### config.mk
export PLATFORM = sky130hd
export DESIGN_NAME = lpm_ctrl
export DESIGN_NICKNAME = d
export VERILOG_FILES = /design/src/common/lpm_pkg.sv /design/src/design/lpm_ctrl.sv
export SDC_FILE = /design/constraint.sdc
export NUM_CORES = 1
export LEC_CHECK = 0
export ABC_AREA = 1
export BUFFER_PORTS_ARGS = -buffer_cell sky130_fd_sc_hd__buf_2
export CORE_MARGIN = 10
export CORE_UTILIZATION = 56
export DETAILED_ROUTE_END_ITERATION = 7
export GPL_TIMING_DRIVEN = 0
export PLACE_DENSITY = 0.86
export SYNTH_ARGS = -nofsm -noshare
export SYNTH_HDL_FRONTEND = slang
export SYNTH_SLANG_ARGS = --single-unit
export TNS_END_PERCENT = 1
### constraint.sdc
create_clock -name clk_sys -period 9.8 [get_ports clk_sys]
set_clock_uncertainty 0.05 [all_clocks]
set_input_delay 1.47 -clock clk_sys [delete_from_list [all_inputs] [get_ports clk_sys]]
set_output_delay 1.47 -clock clk_sys [all_outputs]
set_load 0.01 [all_outputs]
### src/common/lpm_pkg.sv
// shared constants and types of the low-power mode controller
package lpm_pkg;

	// register byte offsets
	localparam logic [7:0] REG_MODE   = 8'h00;
	localparam logic [7:0] REG_STACK  = 8'h04;
	localparam logic [7:0] REG_CFG    = 8'h08;
	localparam logic [7:0] REG_IRQ_EN = 8'h0c;
	localparam logic [7:0] REG_STATUS = 8'h10;
	localparam logic [7:0] REG_PEND   = 8'h14;

	// field positions inside the status word byte
	localparam int BIT_IRQ_ON = 3;
	localparam int BIT_CPUHLT = 4;
	localparam int BIT_LFOFF  = 5;
	localparam int BIT_LOOPOF = 6;
	localparam int BIT_GENOFF = 7;
	localparam logic [7:0] SW_MASK    = 8'hf8;
	localparam logic [7:0] SW_KEEP_AT = 8'h40;

	// configuration bit positions
	localparam int CFG_OSC_USED  = 0;
	localparam int CFG_PMCLK_KEEP = 1;

	// reset values
	localparam logic [7:0] SW_RST    = 8'h00;
	localparam logic [7:0] CFG_RST   = 8'h01;
	localparam logic [7:0] IRQEN_RST = 8'h00;

	// interrupt entry latency in cycles and the counter load that gives it
	localparam int         LAT_CYC = 6;
	localparam logic [2:0] LAT_CNT = 3'(LAT_CYC - 1);

	// byte lane pattern accepted for register writes
	localparam logic [3:0] STRB_BYTE0 = 4'h1;

	// axi responses
	localparam logic [1:0] RESP_OKAY   = 2'h0;
	localparam logic [1:0] RESP_SLVERR = 2'h2;
	localparam logic [1:0] RESP_DECERR = 2'h3;

	// one enable per gated unit
	typedef struct packed {
		logic cpu;
		logic mclk;
		logic pmclk;
		logic sub_main;
		logic dig_osc;
		logic dcgen;
		logic aclk;
	} lpm_clk_t;

	localparam lpm_clk_t CLK_RST = 7'h7f;

	// interrupt sequencer states, gray along idle-entry-serve
	typedef enum logic [1:0] {
		ST_IDLE  = 2'h0,
		ST_ENTRY = 2'h1,
		ST_SERVE = 2'h3
	} lpm_state_t;

endpackage : lpm_pkg

### src/design/lpm_ctrl.sv
// low-power mode controller: status-word mode bits, clock gating, interrupt wake and return
//
// Overview of operation
// Register area is byte organised; only byte-lane-0 writes are accepted.
// Sleep levels 0..4 are selected only by the four mode bits.
// Mode bits are saved with the status word when an interrupt is serviced.
// Return with unmodified stack copy resumes the earlier mode.
// Return with modified stack copy enters the mode the modified bits encode.
// Mode bits and stack copy are freely readable and writable, no unlock.
// Writing a mode bit switches mode at once.
// Peripheral on a gated clock stays inactive until that clock runs.
// Mode changes leave pins, memory and registers untouched.
// Any enabled interrupt wakes the device from any sleep level.
// All mode bits zero: CPU runs and every enabled clock is active.
// Only cpu halt set: CPU and main clock stop; sub-main and auxiliary run.
// Halt plus loop-off: CPU, main clock, oscillator stop; sub-main and auxiliary run.
// In that level the DC generator stops only if oscillator sources no clock.
// Halt plus generator-off: sub-main and oscillator also stop; DC generator stays.
// Halt, loop-off, generator-off: also DC generator stops; only auxiliary runs.
// All four bits set: CPU and every clock stop.
// On wake the program counter and status word are pushed before service.
// Interrupt entry clears halt, generator-off and oscillator-off bits.
// Acceptance clears the status word except loop-off, including global enable.
// Acceptance to first service instruction takes exactly six cycles.
// Gating enables change only at a safe point given by the clock generator.

`timescale 1ns/1ns
`default_nettype none

module lpm_ctrl #(
	parameter int N_IRQ = 8
) (
	// clock, reset, enable
	input  wire logic                 clk_sys,
	input  wire logic                 rst_n,
	input  wire logic                 ce,
	// axi4-lite write address
	input  wire logic [7:0]           s_axi_awaddr,
	input  wire logic                 s_axi_awvalid,
	output var  logic                 s_axi_awready,
	// axi4-lite write data
	input  wire logic [31:0]          s_axi_wdata,
	input  wire logic [3:0]           s_axi_wstrb,
	input  wire logic                 s_axi_wvalid,
	output var  logic                 s_axi_wready,
	// axi4-lite write response
	output var  logic [1:0]           s_axi_bresp,
	output var  logic                 s_axi_bvalid,
	input  wire logic                 s_axi_bready,
	// axi4-lite read address
	input  wire logic [7:0]           s_axi_araddr,
	input  wire logic                 s_axi_arvalid,
	output var  logic                 s_axi_arready,
	// axi4-lite read data
	output var  logic [31:0]          s_axi_rdata,
	output var  logic [1:0]           s_axi_rresp,
	output var  logic                 s_axi_rvalid,
	input  wire logic                 s_axi_rready,
	// cpu core side
	input  wire logic                 cpu_sw_we,
	input  wire logic [7:0]           cpu_sw_wdata,
	input  wire logic                 ret_from_irq,
	input  wire logic [N_IRQ-1:0]     irq_req,
	output var  logic [7:0]           status_word,
	output var  logic                 push_strobe,
	output var  logic [7:0]           stack_word,
	output var  logic [N_IRQ-1:0]     irq_ack,
	output var  logic                 isr_start,
	// clock generator side
	input  wire lpm_pkg::lpm_clk_t    gate_safe,
	output var  lpm_pkg::lpm_clk_t    clk_en
);
	import lpm_pkg::*;

	// decode mode bits and config into the wanted unit enables
	function automatic lpm_clk_t mode_decode(input logic [7:0] sw, input logic [7:0] cfg);
		lpm_clk_t e;
		logic     halt;
		logic     lf_off;
		logic     loop_off;
		logic     gen_off;
		halt      = sw[BIT_CPUHLT];
		lf_off    = sw[BIT_LFOFF];
		loop_off  = sw[BIT_LOOPOF];
		gen_off   = sw[BIT_GENOFF];
		e.cpu     = ~halt;
		e.mclk    = ~halt;
		e.pmclk   = ~halt | (cfg[CFG_PMCLK_KEEP] & ~gen_off);
		e.sub_main = ~gen_off;
		e.dig_osc = ~(loop_off | gen_off);
		e.dcgen   = ~(loop_off & (gen_off | ~cfg[CFG_OSC_USED]));
		e.aclk    = ~lf_off;
		return e;
	endfunction : mode_decode

	// highest index pending request wins
	function automatic logic [N_IRQ-1:0] pick_top(input logic [N_IRQ-1:0] req);
		logic [N_IRQ-1:0] one;
		logic             found;
		one   = '0;
		found = 1'b0;
		for (int i = N_IRQ - 1; i >= 0; i--) begin
			if (req[i] && !found) begin
				one[i] = 1'b1;
				found  = 1'b1;
			end
		end
		return one;
	endfunction : pick_top

	logic             rst_meta_n;
	logic             rst_sync_n;
	logic [N_IRQ-1:0] irq_meta;
	logic [N_IRQ-1:0] irq_sync;
	logic [7:0]       cfg;
	logic [N_IRQ-1:0] irq_en;
	lpm_state_t       state;
	logic [2:0]       lat_cnt;
	logic             aw_full;
	logic [7:0]       aw_addr;
	logic             w_full;
	logic [31:0]      w_data;
	logic [3:0]       w_strb;
	logic             accept;
	logic             bus_wr;
	logic             wr_ok;
	lpm_clk_t         want;

	// reset release through two flops; assertion stays asynchronous
	always_ff @(posedge clk_sys or negedge rst_n) begin
		if (!rst_n) begin
			rst_meta_n <= 1'b0;
			rst_sync_n <= 1'b0;
		end else begin
			rst_meta_n <= 1'b1;
			rst_sync_n <= rst_meta_n;
		end
	end

	// interrupt requests come from other logic, so synchronise them
	always_ff @(posedge clk_sys or negedge rst_sync_n) begin
		if (!rst_sync_n) begin
			irq_meta <= '0;
			irq_sync <= '0;
		end else if (ce) begin
			irq_meta <= irq_req;
			irq_sync <= irq_meta;
		end
	end

	// acceptance needs global enable; sleep level does not matter
	assign accept = (state == ST_IDLE) && status_word[BIT_IRQ_ON] && |(irq_sync & irq_en);

	// one word write fires once both address and data are held
	assign bus_wr = aw_full && w_full && !s_axi_bvalid;
	assign wr_ok  = (w_strb == STRB_BYTE0);

	// interrupt sequencer
	always_ff @(posedge clk_sys or negedge rst_sync_n) begin
		if (!rst_sync_n) begin
			state     <= ST_IDLE;
			lat_cnt   <= '0;
			isr_start <= 1'b0;
		end else if (ce) begin
			isr_start <= 1'b0;
			unique case (state)
				ST_IDLE: begin
					if (accept) begin
						state   <= ST_ENTRY;
						lat_cnt <= LAT_CNT;
					end
				end
				ST_ENTRY: begin
					if (lat_cnt == 3'h0) begin
						state     <= ST_SERVE;
						isr_start <= 1'b1;
					end else begin
						lat_cnt <= lat_cnt - 3'h1;
					end
				end
				ST_SERVE: begin
					// a single stack copy is kept, so nesting is not offered
					if (ret_from_irq) begin
						state <= ST_IDLE;
					end
				end
				default: begin
					state <= ST_IDLE;
				end
			endcase
		end
	end

	// push strobe and acknowledge of the chosen source
	always_ff @(posedge clk_sys or negedge rst_sync_n) begin
		if (!rst_sync_n) begin
			push_strobe <= 1'b0;
			irq_ack     <= '0;
		end else if (ce) begin
			push_strobe <= accept;
			irq_ack     <= accept ? pick_top(irq_sync & irq_en) : '0;
		end
	end

	// live status word: entry beats return beats cpu beats bus
	always_ff @(posedge clk_sys or negedge rst_sync_n) begin
		if (!rst_sync_n) begin
			status_word <= SW_RST;
		end else if (ce) begin
			if (accept) begin
				status_word <= status_word & SW_KEEP_AT;
			end else if (state == ST_SERVE && ret_from_irq) begin
				status_word <= stack_word;
			end else if (cpu_sw_we) begin
				status_word <= cpu_sw_wdata & SW_MASK;
			end else if (bus_wr && wr_ok && aw_addr == REG_MODE) begin
				status_word <= w_data[7:0] & SW_MASK;
			end
		end
	end

	// stack copy of the status word
	always_ff @(posedge clk_sys or negedge rst_sync_n) begin
		if (!rst_sync_n) begin
			stack_word <= SW_RST;
		end else if (ce) begin
			if (accept) begin
				stack_word <= status_word;
			end else if (bus_wr && wr_ok && aw_addr == REG_STACK) begin
				stack_word <= w_data[7:0] & SW_MASK;
			end
		end
	end

	// configuration and source enables
	always_ff @(posedge clk_sys or negedge rst_sync_n) begin
		if (!rst_sync_n) begin
			cfg    <= CFG_RST;
			irq_en <= N_IRQ'(IRQEN_RST);
		end else if (ce && bus_wr && wr_ok) begin
			if (aw_addr == REG_CFG) begin
				cfg <= w_data[7:0];
			end
			if (aw_addr == REG_IRQ_EN) begin
				irq_en <= w_data[N_IRQ-1:0];
			end
		end
	end

	// gating: the wanted level follows the mode bits at once, but each
	// enable only moves when the generator flags that clock as low
	assign want = mode_decode(status_word, cfg);

	always_ff @(posedge clk_sys or negedge rst_sync_n) begin
		if (!rst_sync_n) begin
			clk_en <= CLK_RST;
		end else if (ce) begin
			// only enables move here; no pin, memory or register is touched
			clk_en <= lpm_clk_t'((want & gate_safe) | (clk_en & ~gate_safe));
		end
	end

	// axi write address channel
	always_ff @(posedge clk_sys or negedge rst_sync_n) begin
		if (!rst_sync_n) begin
			aw_full       <= 1'b0;
			aw_addr       <= '0;
			s_axi_awready <= 1'b0;
		end else if (ce) begin
			if (s_axi_awvalid && s_axi_awready) begin
				aw_full       <= 1'b1;
				aw_addr       <= {s_axi_awaddr[7:2], 2'h0};
				s_axi_awready <= 1'b0;
			end else if (bus_wr) begin
				aw_full <= 1'b0;
			end else begin
				s_axi_awready <= !aw_full && !s_axi_bvalid;
			end
		end
	end

	// axi write data channel
	always_ff @(posedge clk_sys or negedge rst_sync_n) begin
		if (!rst_sync_n) begin
			w_full       <= 1'b0;
			w_data       <= '0;
			w_strb       <= '0;
			s_axi_wready <= 1'b0;
		end else if (ce) begin
			if (s_axi_wvalid && s_axi_wready) begin
				w_full       <= 1'b1;
				w_data       <= s_axi_wdata;
				w_strb       <= s_axi_wstrb;
				s_axi_wready <= 1'b0;
			end else if (bus_wr) begin
				w_full <= 1'b0;
			end else begin
				s_axi_wready <= !w_full && !s_axi_bvalid;
			end
		end
	end

	// axi write response; wide writes are refused so no lane is half-written
	always_ff @(posedge clk_sys or negedge rst_sync_n) begin
		if (!rst_sync_n) begin
			s_axi_bvalid <= 1'b0;
			s_axi_bresp  <= RESP_OKAY;
		end else if (ce) begin
			if (bus_wr) begin
				s_axi_bvalid <= 1'b1;
				unique case (aw_addr)
					REG_MODE, REG_STACK, REG_CFG, REG_IRQ_EN: begin
						s_axi_bresp <= wr_ok ? RESP_OKAY : RESP_SLVERR;
					end
					REG_STATUS, REG_PEND: begin
						s_axi_bresp <= RESP_SLVERR;
					end
					default: begin
						s_axi_bresp <= RESP_DECERR;
					end
				endcase
			end else if (s_axi_bready) begin
				s_axi_bvalid <= 1'b0;
			end
		end
	end

	// axi read channel, one cycle from address to data
	always_ff @(posedge clk_sys or negedge rst_sync_n) begin
		if (!rst_sync_n) begin
			s_axi_arready <= 1'b0;
			s_axi_rvalid  <= 1'b0;
			s_axi_rdata   <= '0;
			s_axi_rresp   <= RESP_OKAY;
		end else if (ce) begin
			if (s_axi_arvalid && s_axi_arready) begin
				s_axi_arready <= 1'b0;
				s_axi_rvalid  <= 1'b1;
				s_axi_rresp   <= RESP_OKAY;
				unique case ({s_axi_araddr[7:2], 2'h0})
					REG_MODE: begin
						s_axi_rdata <= {24'h0, status_word};
					end
					REG_STACK: begin
						s_axi_rdata <= {24'h0, stack_word};
					end
					REG_CFG: begin
						s_axi_rdata <= {24'h0, cfg};
					end
					REG_IRQ_EN: begin
						s_axi_rdata <= 32'(irq_en);
					end
					REG_STATUS: begin
						s_axi_rdata <= {23'h0, state, clk_en};
					end
					REG_PEND: begin
						s_axi_rdata <= 32'(irq_sync);
					end
					default: begin
						s_axi_rdata <= '0;
						s_axi_rresp <= RESP_DECERR;
					end
				endcase
			end else if (s_axi_rvalid) begin
				if (s_axi_rready) begin
					s_axi_rvalid <= 1'b0;
				end
			end else begin
				s_axi_arready <= 1'b1;
			end
		end
	end

endmodule : lpm_ctrl

`default_nettype wire

==> Word level (Yosys, flattened, before mapping) <==
Cells that the tools add are included.
{ "totals": {"in_bits": 85, "word_cells": 191, "regBits": 133} }
{ "op_classes": {"add_sub_neg": 1, "reduce_logical": 64, "bitwise_logic": 17, "muxes": 55, "eq_ne": 20} }
{ "ops": {"columns": ["op", "count"], "rows": [
  ["8-bit 2-to-1 mux", 7],
  ["9-bit case mux with 6 select lines", 1],
  ["1-bit 2-to-1 mux", 37],
  ["2-bit AND reduction", 14],
  ["6-bit by 2-bit == test with 1-bit output, second input constant", 4],
  ["6-bit by 3-bit == test with 1-bit output, second input constant", 4],
  ["1-bit logical AND", 22],
  ["7-bit AND", 2],
  ["6-bit by 1-bit == test with 1-bit output, second input constant", 2],
  ["1-bit logical NOT", 10],
  ["2-bit 2-to-1 mux", 5],
  ["2-bit nonzero test", 5],
  ["8-bit AND", 1],
  ["8-bit logical NOT", 1],
  ["2-bit != test, second input constant", 4],
  ["4-bit AND reduction", 2],
  ["8-bit OR reduction", 1],
  ["1-bit NOT", 7],
  ["7-bit NOT", 1],
  ["7-bit OR", 1],
  ["6-bit logical NOT", 1],
  ["3-bit 2-to-1 mux", 2],
  ["2-bit by 1-bit != test with 1-bit output, second input constant", 3],
  ["2-bit case mux with 3 select lines", 1],
  ["other kinds (16)", 19]
]} }

==> Depth between registers and ports, before layout <==
{ "depth": {"ltp_word": 31, "mapped_depth": 10} }

==> Worst setup path before layout <==
OpenSTA, ideal clock, no wires.
{ "synth_timing": {"path_type": "input to register", "startpoint": "input ce", "endpoint": "register status_word[7]", "path_slack_ps": 7311, "arrival_ps": 2321, "n_path_buf": 1, "path_stages": 8, "t_required_ps": 9632, "cell_sequence": "buf_4 -> nand4_4 -> nor2_8 -> nand2_1 -> nand2_2 -> inv_2 -> nand3_1 -> nand2_1"} }
{ "synth_between": {"elab_chain_len": 1} }
{ "synth_lines": {"columns": ["element", "line", "text"], "rows": [
  ["start: declaration", "lpm_ctrl.sv:36", "input wire logic ce,"],
  ["2-bit AND reduction (no line)", null, null],
  ["end signal: assignment", "lpm_ctrl.sv:211", "status_word <= status_word & SW_KEEP_AT;"],
  ["end signal: assignment", "lpm_ctrl.sv:213", "status_word <= stack_word;"],
  ["end signal: assignment", "lpm_ctrl.sv:215", "status_word <= cpu_sw_wdata & SW_MASK;"],
  ["end: declaration", "lpm_ctrl.sv:64", "output var logic [7:0] status_word,"]
]} }
Every way passes these cells.
A chain may end at the register's enable or synchronous reset.

==> Final worst setup path <==
{ "layout_timing": {"startpoint": "register status_word[7]", "endpoint": "output status_word[7]"} }
No word-level cell between the ends.

==> qor.yml <==
multi_input_area_um2: 2340
dpl_worst_slack_ns: 6.93
ys_ff_latch: 109
period_needed_ns: 2.64
drtIter0Drc: 526
grt_pass1_wl_mm: 25.7
synth_commonest_cells: "nand2_1, dfrtp_1, nor2_1"
fmax_mhz: 379
instances_no_fill: 951
crit_start: "status_word[7]"
worstMarginPinSlew_ns: 0.734
cp-start-kind: "flop"
post_cts_buffers: 0
cp.arrival_ns: 1.12
path_delay_family: "flip-flops"
ios: 159
post-synth-top-count-cell: "nand2_1"
initial_utilization: 0.569
dpl.cell_count: 935
slew_headroom: 0.511
grt_util_all_layers: 0.223
drt-total-wl_mm: 16.0
worst-path-buf-inv: 1
yosys-top-cells-area: "dfrtp_1, nand2_1, nand3_1"
synth_top_area_share: 0.461
grt_pass1_vias: 5084
seq_area_um2: 2740
hold_viol_final: 0
drive_gt1_frac: 0.251
wl_per_cell_um: 16.8
insertion_delay_ns: 0.39
async_reset_ff_frac: 1.00
setup_violations: 0
cts_root_buffer: "clkbuf_8"
antenna_found_initial: 0
maxCapViolCount: 0
gp_congestion: 0.958
drc: 0
critPathMaxStageDelay_ns: 0.52
dieArea_um2: 14200
n_antenna_cell: 0
place_area_um2: 6280
period_share: 0.269
fp-row-count: 36
power.leakage_nw: 3.52
grt_max_degree: 56
yosysWarnings: 0
synthFlopType: "dfrtp_1"
syn_area_um2: 5490
synth_largest_area_cell: "dfrtp_1"
timing.hold.ws_ns: 0.315
synth.distinct_cells: 39
die_x_um: 119
r2r-start: "irq_sync[6]"
min_from: "rst_meta_n"
firstDrtPassIters: 5
path_max_fanout: 7
postRouteAntennaNets: 0
cp-end-kind: "primary output"
powerDensity_nw_per_um2: 217
syn_inst: 676
cts_resized: 0
ir_worst_vdd_uv: 150
dp.final_hpwl_mm: 12.4
cts_tree: "built"
grt_overflow: 0
synth.avg_cell_area_um2: 8.11
ys_seq_area_frac: 0.499
portBuffers: 103
critPathRequiredTime_ns: 8.28
num-fill-cells: 859
hold_buffers: 0
worst-setup-path-type: "reg2out"
crit_chain: "buf_2"
rsz0062_at_grt: "no"
fp.dieH_um: 119
slowest_stage: "dfrtp_1"
cts_max_path_buffers: 2
setup-tns-final_ns: 0
cts_sinks: 109
status: "finished, final reports clean"
numCtsBuffers: 9
viasPerCell: 5.34
nets: 900
h-tree-depth: 3
synth_edf_count: 0
slew_violations: 0
finalWorstSetupSlack_ns: 7.16
holdCritPathClass: "reg2reg"
syn_to_final_growth_pct: 18.0
design_area_um2: 6470
core_area_um2: 9640
vias: 5082
clk_pin_slew_ns: 0.10
[cell type report]
type / count / share of cell area
Tap cell: 133 / 0.0257
Clock inverter: 5 / 0.00928
Multi-Input combinational cell: 490 / 0.361
Sequential cell: 109 / 0.424
Buffer: 45 / 0.0448
Inverter: 54 / 0.0313
Clock buffer: 11 / 0.0203
Timing Repair Buffer: 104 / 0.0839
[per-stage QoR]
step / power, W / util
3_5_place_dp: 0.00114 / 0.652
4_1_cts: 0.00141 / 0.671
3_3_place_gp: 0.00112 / 0.648
5_1_grt: 0.00150 / 0.671
6_report: 0.00141 / 0.671
2_1_floorplan: 0.000962 / -
[flip-flops by register name, summed over array words and instances, names as in the netlist, 2 cells and up, named ones only]
signal	flops
s_axi_rdata	9
cfg	8
irq_ack	8
irq_en	8
irq_meta	8
irq_sync	8
stack_word	8
status_word	8
w_data	8
aw_addr	6
w_strb	4
lat_cnt	3
s_axi_bresp	2
state	2
[per-layer routing]
metal  wire length (um)  part of all wire  track usage  vias to the layer above
li1                   -                 -            -                     2421
met1               6480              0.41        0.277                     2381
met2               7620              0.48        0.370                      254
met3               1570             0.098       0.0624                       26
met4                305             0.019       0.0710                        0
met5                  0                 0            0                        -
[power by group]
| part | switching, W | internal (W) | leakage [nW] |
|---|---|---|---|
| Clock | 0.000152 | 0.000119 | 0.0939 |
| Combinational | 0.000260 | 0.000175 | 2.08 |
| Sequential | 0.000126 | 0.000576 | 1.34 |
| Total | 0.000537 | 0.000870 | 3.52 |
[cells in the final DEF, fill, tap and decap left out, types with 2 or more instances in the layout]
| cell | count |
|---|---|
| nor2_4 | 3 |
| dfstp_2 | 8 |
| nand2_2 | 6 |
| a21boi_1 | 3 |
| ha_1 | 2 |
| inv_1 | 51 |
| nand3_1 | 54 |
| nor2_1 | 59 |
| buf_4 | 27 |
| nor3_1 | 2 |
| buf_2 | 113 |
| o21ai_0 | 23 |
| nand2_1 | 214 |
| o21ai_1 | 10 |
| dfrtp_1 | 100 |
| a41oi_1 | 2 |
| nand4_1 | 20 |
| o31ai_1 | 3 |
| or2_2 | 7 |
| a21oi_1 | 23 |
| a31oi_1 | 9 |
| nor2_2 | 3 |
| mux2_2 | 10 |
| clkbuf_1 | 8 |
| inv_2 | 3 |
| conb_1 | 24 |
| nand3_2 | 3 |
| clkbuf_8 | 9 |
[cell families (layout without fill, tap and decap cells)]
family                   Yosys count  count (layout)  share of synthesized area
adder cells (fa/ha/maj)            2               2                    0.00456
multiplexers                      10              10                     0.0205
other                              2              24                    0.00137
AND/OR/NAND/NOR                  378             378                      0.307
flip-flops                       109             109                      0.499
buffers and inverters             99             219                     0.0899
AO/OA/AOI/OAI                     76              76                     0.0771
[path summary, 6_finish.rpt]
kind,endpoint,slack [ns],cells after the start
min in group asynchronous,cfg[1],0.35,0
setup / recovery,status_word[7],7.16,1
hold / removal,rst_sync_n,0.31,0
max in group asynchronous,state[1],8.63,1
setup reg to reg,status_word[2],8.10,9
hold reg to reg,rst_sync_n,0.31,0
No activity file was read; power rests on OpenSTA's default activity.
